===== config.mk =====
export PLATFORM = sky130hd
export DESIGN_NAME = adc_conversion_sequencer
export DESIGN_NICKNAME = d
export VERILOG_FILES = /design/src/hw/adcsq_pkg.sv /design/src/hw/adc_conversion_sequencer.sv
export SDC_FILE = /design/constraint.sdc
export NUM_CORES = 1
export LEC_CHECK = 0
export ABC_AREA = 1
export ABC_CLOCK_PERIOD_IN_PS = 2200
export BUFFER_PORTS_ARGS = -buffer_cell sky130_fd_sc_hd__buf_2
export CORE_MARGIN = 1.5
export CORE_UTILIZATION = 54
export DETAILED_ROUTE_END_ITERATION = 8
export PLACE_DENSITY = 0.81
export SYNTH_ARGS = -nofsm -noshare
export SYNTH_HDL_FRONTEND = slang
export SYNTH_SLANG_ARGS = --single-unit

===== constraint.sdc =====
create_clock -name clk -period 2.2 [get_ports clk]
set_clock_uncertainty 0.05 [all_clocks]
set_input_delay 0.11 -clock clk [delete_from_list [all_inputs] [get_ports clk]]
set_output_delay 0.11 -clock clk [all_outputs]
set_load 0.005 [all_outputs]

===== src/hw/adcsq_pkg.sv =====
package adcsq_pkg;

    // -------------------------------------------------------------------
    // register map (byte addresses)
    // -------------------------------------------------------------------
    localparam int          ADDR_W       = 5;
    localparam logic [4:0]  OFF_CTRL_A   = 5'h00;
    localparam logic [4:0]  OFF_CTRL_B   = 5'h04;
    localparam logic [4:0]  OFF_SEL      = 5'h08;
    localparam logic [4:0]  OFF_RESULT   = 5'h0C;
    localparam logic [4:0]  OFF_ACTIVE   = 5'h10;

    // -------------------------------------------------------------------
    // field positions
    // -------------------------------------------------------------------
    localparam int CA_ENABLE  = 7;
    localparam int CA_START   = 6;
    localparam int CA_AUTO    = 5;
    localparam int CA_DONE    = 4;
    localparam int CA_PS_LSB  = 0;
    localparam int CB_TS_LSB  = 0;
    localparam int CB_GATE    = 7;
    localparam int SEL_CH_LSB = 0;
    localparam int SEL_RF_LSB = 6;
    localparam int PS_W       = 3;
    localparam int TS_W       = 3;
    localparam int CH_W       = 4;
    localparam int RF_W       = 2;
    localparam int RES_W      = 10;
    localparam int NUM_TRIG   = 8;
    localparam int HALF_W     = 6;
    localparam int PRE_W      = 7;

    // -------------------------------------------------------------------
    // timing, in converter clock cycles and as half-cycle counts
    // -------------------------------------------------------------------
    localparam real CYC_NORMAL    = 13.0;
    localparam real CYC_FIRST     = 25.0;
    localparam real CYC_AUTO      = 13.5;
    localparam real SH_NORMAL     = 1.5;
    localparam real SH_FIRST      = 13.5;
    localparam real SH_AUTO       = 2.0;
    localparam logic [5:0] HALF_NORMAL = 6'(int'(CYC_NORMAL * 2.0));
    localparam logic [5:0] HALF_FIRST  = 6'(int'(CYC_FIRST * 2.0));
    localparam logic [5:0] HALF_AUTO   = 6'(int'(CYC_AUTO * 2.0));
    localparam logic [5:0] SHH_NORMAL  = 6'(int'(SH_NORMAL * 2.0));
    localparam logic [5:0] SHH_FIRST   = 6'(int'(SH_FIRST * 2.0));
    localparam logic [5:0] SHH_AUTO    = 6'(int'(SH_AUTO * 2.0));
    localparam logic [2:0] TS_FREE_RUN = 3'h0;
    localparam logic [2:0] PS_MIN_SHIFT = 3'h1;

    typedef enum logic [1:0] {PH_IDLE, PH_WAIT, PH_CONV} adcsq_phase_t;
    typedef enum logic [1:0] {MD_NORMAL, MD_FIRST, MD_AUTO} adcsq_mode_t;

endpackage


===== src/hw/adc_conversion_sequencer.sv =====
`timescale 1ns/1ns
// Contract
// - with power gate clear, writing start begins one conversion; start clears on completion
// - channel changed mid-conversion applies only after the running conversion ends
// - auto trigger enable turns on triggering from the selected source
// - rising edge of selected trigger resets prescaler and starts a conversion
// - trigger still high at completion or edges during conversion are ignored
// - done flag sets regardless of interrupt enables; flag sources need clearing (free running here restarts with the done flag left set)
// - done flag as source gives free running; first conversion started by start bit
// - start write still works under auto trigger; start reads one while converting
// - prescaler divides cpu clock per select, held reset while enable is zero
// - start-bit conversion begins at next rising converter clock edge
// - normal conversion is 13 converter cycles, first after enable is 25
// - sample-and-hold at 1.5 cycles normally, 13.5 for first conversion
// - completion stores result, sets done flag, clears start in single mode
// - auto triggered: sample at 2 cycles after edge, total 13.5 cycles
// - free running restarts right after completion with start kept high
// - selections buffered: copied until start, locked, resumed in last cycle
// - free running channel change affects only conversions after the current one
// - selections do not take effect while enable is clear
// - each conversion yields a 10-bit result in low and high bytes
module adc_conversion_sequencer
    import adcsq_pkg::*;
(
    // clock and reset
    input  wire logic                  clk,
    input  wire logic                  rst_n,
    // apb slave
    input  wire logic                  psel,
    input  wire logic                  penable,
    input  wire logic                  pwrite,
    input  wire logic [ADDR_W-1:0]     paddr,
    input  wire logic [31:0]           pwdata,
    output logic      [31:0]           prdata,
    output logic                       pready,
    output logic                       pslverr,
    // trigger pins
    input  wire logic [NUM_TRIG-1:0]   trigIn,
    // analog core
    input  wire logic [RES_W-1:0]      coreResult,
    output logic                       convBusy,
    output logic                       sampleHold,
    output logic                       convDone,
    output logic      [CH_W-1:0]       activeChannel,
    output logic      [RF_W-1:0]       activeRef
);

    // -------------------------------------------------------------------
    // state
    // -------------------------------------------------------------------
    typedef struct packed {
        adcsq_phase_t          phase;
        adcsq_mode_t           mode;
        logic                  enable;
        logic                  autoEn;
        logic                  doneFlag;
        logic                  gate;
        logic                  firstPend;
        logic [PS_W-1:0]       psSel;
        logic [TS_W-1:0]       tsSel;
        logic [CH_W-1:0]       selCh;
        logic [RF_W-1:0]       selRef;
        logic [CH_W-1:0]       actCh;
        logic [RF_W-1:0]       actRef;
        logic [HALF_W-1:0]     halfCnt;
        logic [PRE_W-1:0]      presc;
        logic [NUM_TRIG-1:0]   trigS1;
        logic [NUM_TRIG-1:0]   trigS2;
        logic                  trigPrev;
        logic [RES_W-1:0]      result;
        logic                  sh;
        logic                  done;
        logic [31:0]           rdata;
    } adcsq_state_t;

    adcsq_state_t state_ff;
    adcsq_state_t nxt_state;

    logic [PRE_W-1:0]  divTop;
    logic              fullTick;
    logic              halfTick;
    logic              trigLevel;
    logic              trigEdge;
    logic [HALF_W-1:0] convLen;
    logic [HALF_W-1:0] shPoint;
    logic              convEnd;
    logic              resumeWin;
    logic              freeRun;
    logic              wrEn;
    logic              rdSetup;
    logic              mapped;
    logic              startWrite;
    logic              canStart;

    // -------------------------------------------------------------------
    // prescaler taps and trigger edge
    // -------------------------------------------------------------------
    assign divTop    = PRE_W'((1 << ((state_ff.psSel < PS_MIN_SHIFT) ? PS_MIN_SHIFT : state_ff.psSel)) - 1);
    assign fullTick  = (state_ff.presc == divTop);
    assign halfTick  = fullTick || (state_ff.presc == (divTop >> 1));
    assign trigLevel = state_ff.trigS2[state_ff.tsSel];
    assign trigEdge  = trigLevel && !state_ff.trigPrev;
    assign freeRun   = state_ff.autoEn && (state_ff.tsSel == TS_FREE_RUN);

    always_comb
    begin
        unique case (state_ff.mode)
            MD_FIRST:
            begin
                convLen = HALF_FIRST;
                shPoint = SHH_FIRST;
            end
            MD_AUTO:
            begin
                convLen = HALF_AUTO;
                shPoint = SHH_AUTO;
            end
            default:
            begin
                convLen = HALF_NORMAL;
                shPoint = SHH_NORMAL;
            end
        endcase
    end

    // an aborting disable or power gate in the last half tick must not flag completion
    assign convEnd   = (state_ff.phase == PH_CONV) && canStart && halfTick && (state_ff.halfCnt == convLen - 6'h01);
    assign resumeWin = (state_ff.halfCnt >= convLen - 6'h02);

    // -------------------------------------------------------------------
    // apb decode
    // -------------------------------------------------------------------
    assign mapped     = (paddr == OFF_CTRL_A) || (paddr == OFF_CTRL_B) || (paddr == OFF_SEL)
                     || (paddr == OFF_RESULT) || (paddr == OFF_ACTIVE);
    assign wrEn       = psel && penable && pwrite && mapped;
    assign rdSetup    = psel && !penable && !pwrite;
    assign startWrite = wrEn && (paddr == OFF_CTRL_A) && pwdata[CA_START];
    assign canStart   = state_ff.enable && !state_ff.gate;
    assign pready     = penable;
    assign pslverr    = psel && penable && !mapped;

    // -------------------------------------------------------------------
    // next state
    // -------------------------------------------------------------------
    always_comb
    begin
        nxt_state          = state_ff;
        nxt_state.sh       = 1'b0;
        nxt_state.done     = 1'b0;
        nxt_state.trigS1   = trigIn;
        nxt_state.trigS2   = state_ff.trigS1;
        nxt_state.trigPrev = trigLevel;

        if (!state_ff.enable)
            nxt_state.presc = '0;
        else if (fullTick)
            nxt_state.presc = '0;
        else
            nxt_state.presc = state_ff.presc + 7'h01;

        unique case (state_ff.phase)
            PH_IDLE:
            begin
                if (canStart && state_ff.autoEn && !freeRun && trigEdge)
                begin
                    nxt_state.phase   = PH_CONV;
                    nxt_state.mode    = state_ff.firstPend ? MD_FIRST : MD_AUTO;
                    nxt_state.halfCnt = '0;
                    nxt_state.presc   = '0;
                    nxt_state.firstPend = 1'b0;
                end
                // start write launches a conversion, a single one or the first of a free running series
                else if (canStart && startWrite)
                    nxt_state.phase = PH_WAIT;
            end
            PH_WAIT:
            begin
                // begin on next converter clock rising edge
                if (!canStart)
                    nxt_state.phase = PH_IDLE;
                else if (fullTick)
                begin
                    nxt_state.phase     = PH_CONV;
                    nxt_state.mode      = state_ff.firstPend ? MD_FIRST : MD_NORMAL;
                    nxt_state.halfCnt   = '0;
                    nxt_state.firstPend = 1'b0;
                end
            end
            PH_CONV:
            begin
                // start writes are not looked at here
                if (!canStart)
                    nxt_state.phase = PH_IDLE;
                else if (convEnd)
                begin
                    nxt_state.result = coreResult;
                    nxt_state.done   = 1'b1;
                    if (freeRun)
                    begin
                        nxt_state.mode    = MD_NORMAL;
                        nxt_state.halfCnt = '0;
                    end
                    else
                        nxt_state.phase = PH_IDLE;
                end
                else if (halfTick)
                begin
                    // length counted in half converter cycles
                    nxt_state.halfCnt = state_ff.halfCnt + 6'h01;
                    if (state_ff.halfCnt + 6'h01 == shPoint)
                        nxt_state.sh = 1'b1;
                end
            end
            default:
                nxt_state.phase = PH_IDLE;
        endcase

        if (state_ff.enable && (state_ff.phase != PH_CONV || resumeWin))
        begin
            nxt_state.actCh  = state_ff.selCh;
            nxt_state.actRef = state_ff.selRef;
        end

        if (!state_ff.enable)
            nxt_state.firstPend = 1'b1;

        // software writes
        if (wrEn)
        begin
            unique case (paddr)
                OFF_CTRL_A:
                begin
                    nxt_state.enable = pwdata[CA_ENABLE];
                    nxt_state.autoEn = pwdata[CA_AUTO];
                    nxt_state.psSel  = pwdata[CA_PS_LSB +: PS_W];
                    if (pwdata[CA_DONE])
                        nxt_state.doneFlag = 1'b0;
                end
                OFF_CTRL_B:
                begin
                    nxt_state.tsSel = pwdata[CB_TS_LSB +: TS_W];
                    nxt_state.gate  = pwdata[CB_GATE];
                end
                OFF_SEL:
                begin
                    nxt_state.selCh  = pwdata[SEL_CH_LSB +: CH_W];
                    nxt_state.selRef = pwdata[SEL_RF_LSB +: RF_W];
                end
                default:
                    nxt_state.rdata = state_ff.rdata;
            endcase
        end

        // done flag set wins over clear
        if (convEnd)
            nxt_state.doneFlag = 1'b1;

        // read data captured in the setup phase
        if (rdSetup)
        begin
            nxt_state.rdata = '0;
            unique case (paddr)
                OFF_CTRL_A:
                begin
                    nxt_state.rdata[CA_ENABLE]             = state_ff.enable;
                    nxt_state.rdata[CA_START]              = (state_ff.phase != PH_IDLE);
                    nxt_state.rdata[CA_AUTO]               = state_ff.autoEn;
                    nxt_state.rdata[CA_DONE]               = state_ff.doneFlag;
                    nxt_state.rdata[CA_PS_LSB +: PS_W]     = state_ff.psSel;
                end
                OFF_CTRL_B:
                begin
                    nxt_state.rdata[CB_TS_LSB +: TS_W]     = state_ff.tsSel;
                    nxt_state.rdata[CB_GATE]               = state_ff.gate;
                end
                OFF_SEL:
                begin
                    nxt_state.rdata[SEL_CH_LSB +: CH_W]    = state_ff.selCh;
                    nxt_state.rdata[SEL_RF_LSB +: RF_W]    = state_ff.selRef;
                end
                OFF_RESULT:
                    // ten result bits, low byte then high bits
                    nxt_state.rdata[RES_W-1:0]             = state_ff.result;
                OFF_ACTIVE:
                begin
                    nxt_state.rdata[SEL_CH_LSB +: CH_W]    = state_ff.actCh;
                    nxt_state.rdata[SEL_RF_LSB +: RF_W]    = state_ff.actRef;
                end
                default:
                    nxt_state.rdata = '0;
            endcase
        end
    end

    always_ff @(posedge clk)
    begin
        if (!rst_n)
        begin
            state_ff           <= '0;
            state_ff.phase     <= PH_IDLE;
            state_ff.mode      <= MD_NORMAL;
            state_ff.firstPend <= 1'b1;
        end
        else
            state_ff <= nxt_state;
    end

    // -------------------------------------------------------------------
    // outputs
    // -------------------------------------------------------------------
    assign prdata        = state_ff.rdata;
    assign convBusy      = (state_ff.phase == PH_CONV);
    assign sampleHold    = state_ff.sh;
    assign convDone      = state_ff.done;
    // core sees only the copied selection
    assign activeChannel = state_ff.actCh;
    assign activeRef     = state_ff.actRef;
endmodule


After elaboration in Yosys (flattened, before gate mapping). Index checks and enable logic that the tools add are counted.

Register bits after elaboration: 79. Bits of input ports: 60. Output and inout port bits: 43. Word-level logic and storage cells: 160.

Mux-type cells: 48. Bitwise logic cells: 4. Reductions and logical operators: 52. Shifts and indexed selects: 1. Order comparisons: 3. Add/subtract/negate cells: 5. Equal/unequal tests: 25.

Operators with widths (number): 6-bit two-way mux (6); 2-bit two-way mux (12); 7-bit two-way mux (3); 1-bit logical AND (19); 6-bit case mux with 3 select lines (1); 3-bit case mux with 5 select lines (1); 7-bit AND reduction (2); 13-bit two-way mux (1); 6-bit == test (2); 3-bit != test (second input constant) (4); 2-bit case mux with 3 select lines (2); 6-bit case mux with 2 select lines (1); 1-bit two-way mux (11); 5-bit by 4-bit == test with 1-bit output (second input constant) (2); 5-bit case mux with 2 select lines (1); 2-bit nonzero test (5); 3-bit AND reduction (3); 4-bit two-way mux (2); 2-bit != test (second input constant) (4); 2-bit AND reduction (4); 4-bit AND reduction (2); 7-bit by 1-bit adder with 7-bit output (second input constant) (1); 7-bit by 6-bit == test with 1-bit output (1); 7-bit == test (1); 30 further kinds (47).

Logic depth before layout (Yosys ltp). Gate-level depths: netlist of the first run.

Depth after elaboration: 12. Gate-level depth with buffers: 16.

Worst setup path before layout of the first run. No wires, ideal clock.

Path type: register -> register. Start point: register state_ff[98] (netlist name). End point: register state_ff[34] (netlist name). Path slack: 0.275 ns. Cell stages (with the launch flop): 11. Setup time: 0.119 ns. Period minus slack after synthesis: 1.925 ns. Arrival time: 1.755 ns. Cell sequence: dfxtp_1 > inv_1 > nor2_1 > ha_1 > nor3_1 > o21ai_0 > nor2_2 > nand3_4 > buf_2 > o21ai_1 > a21oi_1.

Longest elaborated chain between the ends: 6. Elaborated cells between the ends (all ways): 7.

RTL lines: start, declared (line adc_conversion_sequencer.sv:76) `adcsq_state_t state_ff;`; start signal, assigned (line adc_conversion_sequencer.sv:305) `state_ff <= nxt_state;`; 2-bit == test or 2-bit by 1-bit == test with 1-bit output (tied branches) (line adc_conversion_sequencer.sv:107) `unique case (state_ff.mode)`; 6-bit case mux with 2 select lines * (line adc_conversion_sequencer.sv:107); 6-bit by 1-bit subtractor with 6-bit output * (line adc_conversion_sequencer.sv:127) `assign convEnd = (state_ff.phase == PH_CONV) && canStart && halfTick && (state_ff.halfCnt == convLen - 6'h01);`; 6-bit == test * (line adc_conversion_sequencer.sv:127); 1-bit logical AND * (line adc_conversion_sequencer.sv:127); 3-bit AND reduction (no source line) *.

Mark *: on every way between the ends. The rest lies on a longest branch, timed or not. A chain may end at the register's enable or synchronous reset.

Final worst setup path of the first run.
Start point: register state_ff[98] (netlist name). End point: register state_ff[100] (netlist name).

Longest elaborated chain between the ends: 7. Elaborated cells between the ends (all ways): 8.

RTL lines (line): 2-bit == test or 2-bit by 1-bit == test with 1-bit output (tied branches) (adc_conversion_sequencer.sv:107); 6-bit case mux with 2 select lines * (adc_conversion_sequencer.sv:107); 6-bit by 1-bit subtractor with 6-bit output * (adc_conversion_sequencer.sv:127); 6-bit == test * (adc_conversion_sequencer.sv:127); 1-bit logical AND * (adc_conversion_sequencer.sv:127); 3-bit != test (no source line) *; 4-bit AND reduction (no source line) *.

Marked as above.

==> impl_metrics.toml, run 1 <==
[status]
status = "completed"

[timing]
fin_crit_ps = 2020
fmax_mhz = 496
fin_crit_sh_pct = 91.6
final_max_slew_viol_count = 0
finalHoldViolCount = 0
rsz0062_at_grt = "false"
fin_setup_tns_ps = 0
setup_viol = 0

[grt]
grt_pass1_wl_mm = 15.6
gr-total-overflow = 0
gr-usage-all-layers_pct = 23.1
grt_pass1_vias = 3523
antenna_found_initial = 0
grt_max_degree = 36

[hold_path]
hold_class = "input port to register"
min_to = "state_ff[42]$_SDFFE_PN0P_"
worstHoldStart = "coreResult[8]"
hold_path_depth = 3

[floorplanning]
coreArea_sq_um = 7410
dieArea_sq_um = 8320
die_h_um = 91.2
io_pins = 103
start_util_pct = 56.7
num_rows = 31
die_w_um = 91.2

[setup_path]
cp-end-kind = "register"
worst-path-max-fanout = 5
critical_path.max_stage_delay_ps = 370
regToRegSetupSlack_ps = 180
r2r_start = "state_ff[98]$_SDFFE_PN0P_"
critical_path_class = "register to register"
cp.buffers_inverters = 1
crit_arrival_ps = 2210
slowest_stage = "dfxtp_2"
cpMostUsedCell = "nor2_1"
cp.required_ps = 2390
start_kind = "register"
r2r_end = "state_ff[100]$_SDFFE_PN0P_"
r2r_cells = 11
cpLargestDelayFamily = "simple AND/OR/NAND/NOR gates"
crit_chain = "inv_1 -> nor2_1 -> ha_1 -> nor3_1 -> o21ai_1 -> nor2_4 -> nand4_4 -> nand2_1 -> nand2_1 -> nor2_1 -> nor2_1"

[placed_design]
gp_congestion = 0.868
numPortBuffers = 56
dp_hpwl_mm = 6.62
post_dp_cell_area_sq_um = 4400

[yosys]
ys_seq_elements = 79
avgSynthCellArea_sq_um = 6.98
synth_top_area_share_pct = 37.6
synthFlopType = "dfxtp_1"
synth.most_common_cell = "nand2_1"
seq_area_frac_synth_pct = 37.6
syn-cell-area_sq_um = 4200
synth_top_cells_by_count = "nand2_1, inv_1, dfxtp_1"
async_flop_share_pct = 0
synth_edf_count = 0
synthCells = 602
synth_cell_types = 38
synth_top_area_cell = "dfxtp_1"
synth.area.top_cells = "dfxtp_1, nand2_1, inv_1, buf_4, a21oi_1"
yosys_warnings = 0

[clock_network]
clk_pin_slew_ps = 80
cts_tree = "built"
ctsLongestPathBuffers = 2
htree_levels = 3
cts_setup_buffers = 0
clk-insertion-delay-late_ps = 340
cts_inserted_buffers = 9
root_buffer = "clkbuf_8"
cts_num_sinks = 79

[detailed_routing]
ant_nets = 0
finalWirelength_mm = 9.22
wl_met2_mm = 4.58
vias = 3891
vias_per_cell = 5.06
wl_met1_mm = 3.98
drt_iter0_drc = 275
dr.max_layer_used = "met4"
wl_per_cell_um = 12.0
drtPass1Iterations = 5
drc = 0
dr_wl_met3_um = 553

[finish]
stdcell_area_sq_um = 4860
synthToLayoutAreaGrowth_pct = 15.6
final_nets = 735
final_util_pct = 65.6
antenna_cells = 0
drive_gt1_share_pct = 16.3

[power]
power_leakage_uw = 0.00228
powerDensity_nw_per_um2 = 774
peakVddDrop_uv = 377

[job]
maxCapViolations = 0
-- per-layer routing --
layer,vias to the layer above,GRT usage [%]
li1,1997,-
met1,1750,28.2
met2,133,40.2
met3,11,4.77
met4,0,7.55
met5,-,0
-- report_power, final --
group | internal [uW] | leakage [uW] | total, uW | switching, uW
Combinational | 366 | 0.00152 | 978 | 612
Clock | 666 | 0.000112 | 1180 | 518
Sequential | 1520 | 0.000644 | 1600 | 77.7
Total | 2550 | 0.00228 | 3760 | 1210
-- worst max path at each step --
stage	startpoint	end	slack, ps	cells after the start
2_1_floorplan	state_ff[98]$_SDFFE_PN0P_	state_ff[34]$_SDFFE_PN0P_	280	10
3_3_place_gp	state_ff[97]$_SDFFE_PN0P_	state_ff[41]$_SDFFE_PN0P_	120	11
3_5_place_dp	state_ff[97]$_SDFFE_PN0P_	state_ff[41]$_SDFFE_PN0P_	50	11
4_1_cts	state_ff[97]$_SDFFE_PN0P_	state_ff[41]$_SDFFE_PN0P_	7	11
5_1_grt	state_ff[98]$_SDFFE_PN0P_	state_ff[99]$_SDFFE_PN0P_	20	12
6_report	state_ff[98]$_SDFFE_PN0P_	state_ff[100]$_SDFFE_PN0P_	180	11
-- through the flow --
stage | setup WS (ps) | hold WS, ps | std cells | power (uW)
6_report | 185 | 15.9 | 769 | 3760
5_1_grt | 20.8 | 20.3 | 769 | 4000
4_1_cts | 6.86 | 10.3 | 769 | 3750
3_5_place_dp | 45.3 | 244 | 732 | 2550
3_3_place_gp | 123 | 242 | 732 | 2520
2_1_floorplan | 275 | 158 | 623 | 2340
-- worst reg2reg max path, delay by kind of cell (launching register included) --
family	cells	cell delay (ps)
AOI/OAI and AO/OA	1	130
adders and majority gates	1	290
buffers and inverters	1	50
DFF	1	370
and+or+nand+nor	8	1030
-- timing repair --
action	CTS	global route
hold buffers	22	0
endpoints found under the hold margin	24	0
resized for setup	0	8
setup endpoints to repair	0	21
-- kinds of logic after synthesis --
group	Yosys count	share of synthesized area [%]
DFF	79	37.6
xor gates and xnor gates	4	0.834
adders and majority gates	9	2.68
other	1	0.0892
AOI/OAI and AO/OA	114	15.0
buffers and inverters	152	17.4
and+or+nand+nor	243	26.3
-- state kept, by name (all words and copies together), names as in the netlist --
name           flops
nxt_state          8
activeRef          2
state_ff          53
activeChannel      4
convDone           1
sampleHold         1
prdata            10
-- cell usage in the layout (no fill, tap or decap), types with 22 or more instances in the layout --
cell type	instances
a21oi_1	48
nand2_1	110
buf_2	56
o21ai_0	34
inv_1	87
nand3_1	41
nor2_1	59
dfxtp_1	76
dlygate4sd3_1	22
conb_1	22
-- final cells by class --
cell class,instances,area [sq um]
Multi-Input combinational cell,392,1980
Clock buffer,10,138
Clock inverter,5,82.6
Timing Repair Buffer,88,588
Sequential cell,79,1590
Fill cell,636,2550
Inverter,96,360
Tap cell,99,124
Note: power is estimated with default switching activity, not from simulation.
==> run 2, diff against run 1 <==
Settings changed: CORE_ASPECT_RATIO set to 1.5, CORE_UTILIZATION 54 to 30, PLACE_DENSITY 0.81 to unset.
==> impl_metrics.toml, run 2 (synthesis gave the netlist of run 1 again) <==
[finish]
finalNonFillerCells = 843
final_common_cell = "nand2_1"
largest_reg_flops = 53
final_nets = 745
final_util_pct = 37.3
synthToLayoutAreaGrowth_pct = 20.8
drive_gt1_share_pct = 18.8
antenna_cells = 0
largest-register = "state_ff"
layout_common_cells = "nand2_1, inv_1, dfxtp_1"

[power]
peakVddDrop_uv = 391
report.power.total_uw = 4030
power_leakage_uw = 0.00234
powerDensity_nw_per_um2 = 793

[detailed_routing]
drc = 0
vias = 3813
wl_per_cell_um = 12.0
drtPass1Iterations = 5
finalWirelength_mm = 10.1
drt_iter0_drc = 174
vias_per_cell = 4.52
ant_nets = 0

[setup_path]
cp-end-kind = "register"
worst-path-max-fanout = 3
cp.required_ps = 2430
start_kind = "register"
crit_arrival_ps = 2240
critical_path_class = "register to register"

[grt]
grt_pass1_wl_mm = 16.5
antenna_found_initial = 0
gr-total-overflow = 0
grt_max_degree = 26
gr-usage-all-layers_pct = 14.2
grt_pass1_vias = 3552

[placed_design]
dp_hpwl_mm = 7.70
numPortBuffers = 56
place_inst = 808
gp_congestion = 0.817

[floorplanning]
die_w_um = 99.6
start_util_pct = 30.9
die_h_um = 148
dieArea_sq_um = 14700
coreArea_sq_um = 13600
num_rows = 52
io_pins = 103

[timing]
slew_headroom_pct = 64.7
fmax_mhz = 497
worst_slew_pin_slew_ps = 525
final_max_slew_viol_count = 0
fin_crit_ps = 2010
setup_viol = 0
fin_crit_sh_pct = 91.4
finalHoldViolCount = 0

[clock_network]
clk_pin_slew_ps = 70
clk-insertion-delay-late_ps = 340
htree_levels = 3
root_buffer = "clkbuf_16"
ctsLongestPathBuffers = 2
cts_num_sinks = 79
cts_setup_buffers = 0
cts_inserted_buffers = 9
cts_tree = "built"

[status]
status = "completed"

[job]
maxCapViolations = 0

[hold_path]
hold_class = "input port to register"
## run 2: cell count changes in the layout (fill, tap and decap cells not counted), moves of 2 or more
cell,change
dlygate4sd3_1,-3
buf_4,+13
bufinv_16,-2
clkbuf_8,-10
clkinvlp_4,+3
clkinv_4,-2
clkbuf_16,+9
inv_6,+3
## run 2: per-layer routing
metal  GRT usage (%)  routed length (um)  up-vias
met5               0                   0        -
met4            5.49                 202        0
met3            2.41                 361       13
met2            27.6                5440       90
met1            14.7                4090     1694
li1                -                   -     2016
## run 2: cell type report
class | instances | area [sq um]
Clock buffer | 9 | 225
Inverter | 96 | 360
Tap cell | 162 | 203
Timing Repair Buffer | 98 | 656
Fill cell | 1446 | 8520
Sequential cell | 79 | 1590
Clock inverter | 7 | 53.8
Multi-Input combinational cell | 392 | 1990
## run 2: through the flow
stage	setup TNS (ps)	setup slack [ps]	cell area, sq um	hold WS (ps)
finish	0	190	5080	4.60
global route	-5.79	-5.79	5080	5.96
CTS	0	54.3	5050	3.06
detailed placement	0	70.5	4580	246
global placement	0	54.5	4580	248
floorplan	0	275	4280	158
## run 2: timing repair
item	4_1_cts	5_1_grt
hold endpoints to repair	21	0
hold buffers	19	0
gates resized for setup	0	11
setup endpoints to repair	0	19
## run 2: report_power, final
group / total (uW) / internal (uW) / switching [uW] / leakage, uW
clock: 1410 / 773 / 634 / 0.000129
sequential: 1610 / 1520 / 82.6 / 0.000644
combinational: 1010 / 396 / 616 / 0.00157
## run 2: worst max-delay path, cell delays in order (launching register included)
cell and delay (ps):
dfxtp_2 340, inv_1 60, nor2_4 120, inv_2 60, ha_1 290, and3_4 180
nand2_1 80, nor2_4 120, buf_4 130, nand4_4 120, buf_4 170, nand3_1 70
nand2_1 50, nor2_1 110
## run 2: worst paths after layout
kind	endpoint	cells after the start	startpoint	slack, ps
setup / recovery	state_ff[70]$_SDFFE_PN0P_	13	state_ff[97]$_SDFFE_PN0P_	190
setup reg to reg	state_ff[70]$_SDFFE_PN0P_	13	state_ff[97]$_SDFFE_PN0P_	190
hold / removal	state_ff[91]$_SDFFE_PN0N_	3	pwdata[2]	5
hold reg to reg	state_ff[49]$_SDFF_PN0_	2	nxt_state[49]$_SDFF_PN0_	360
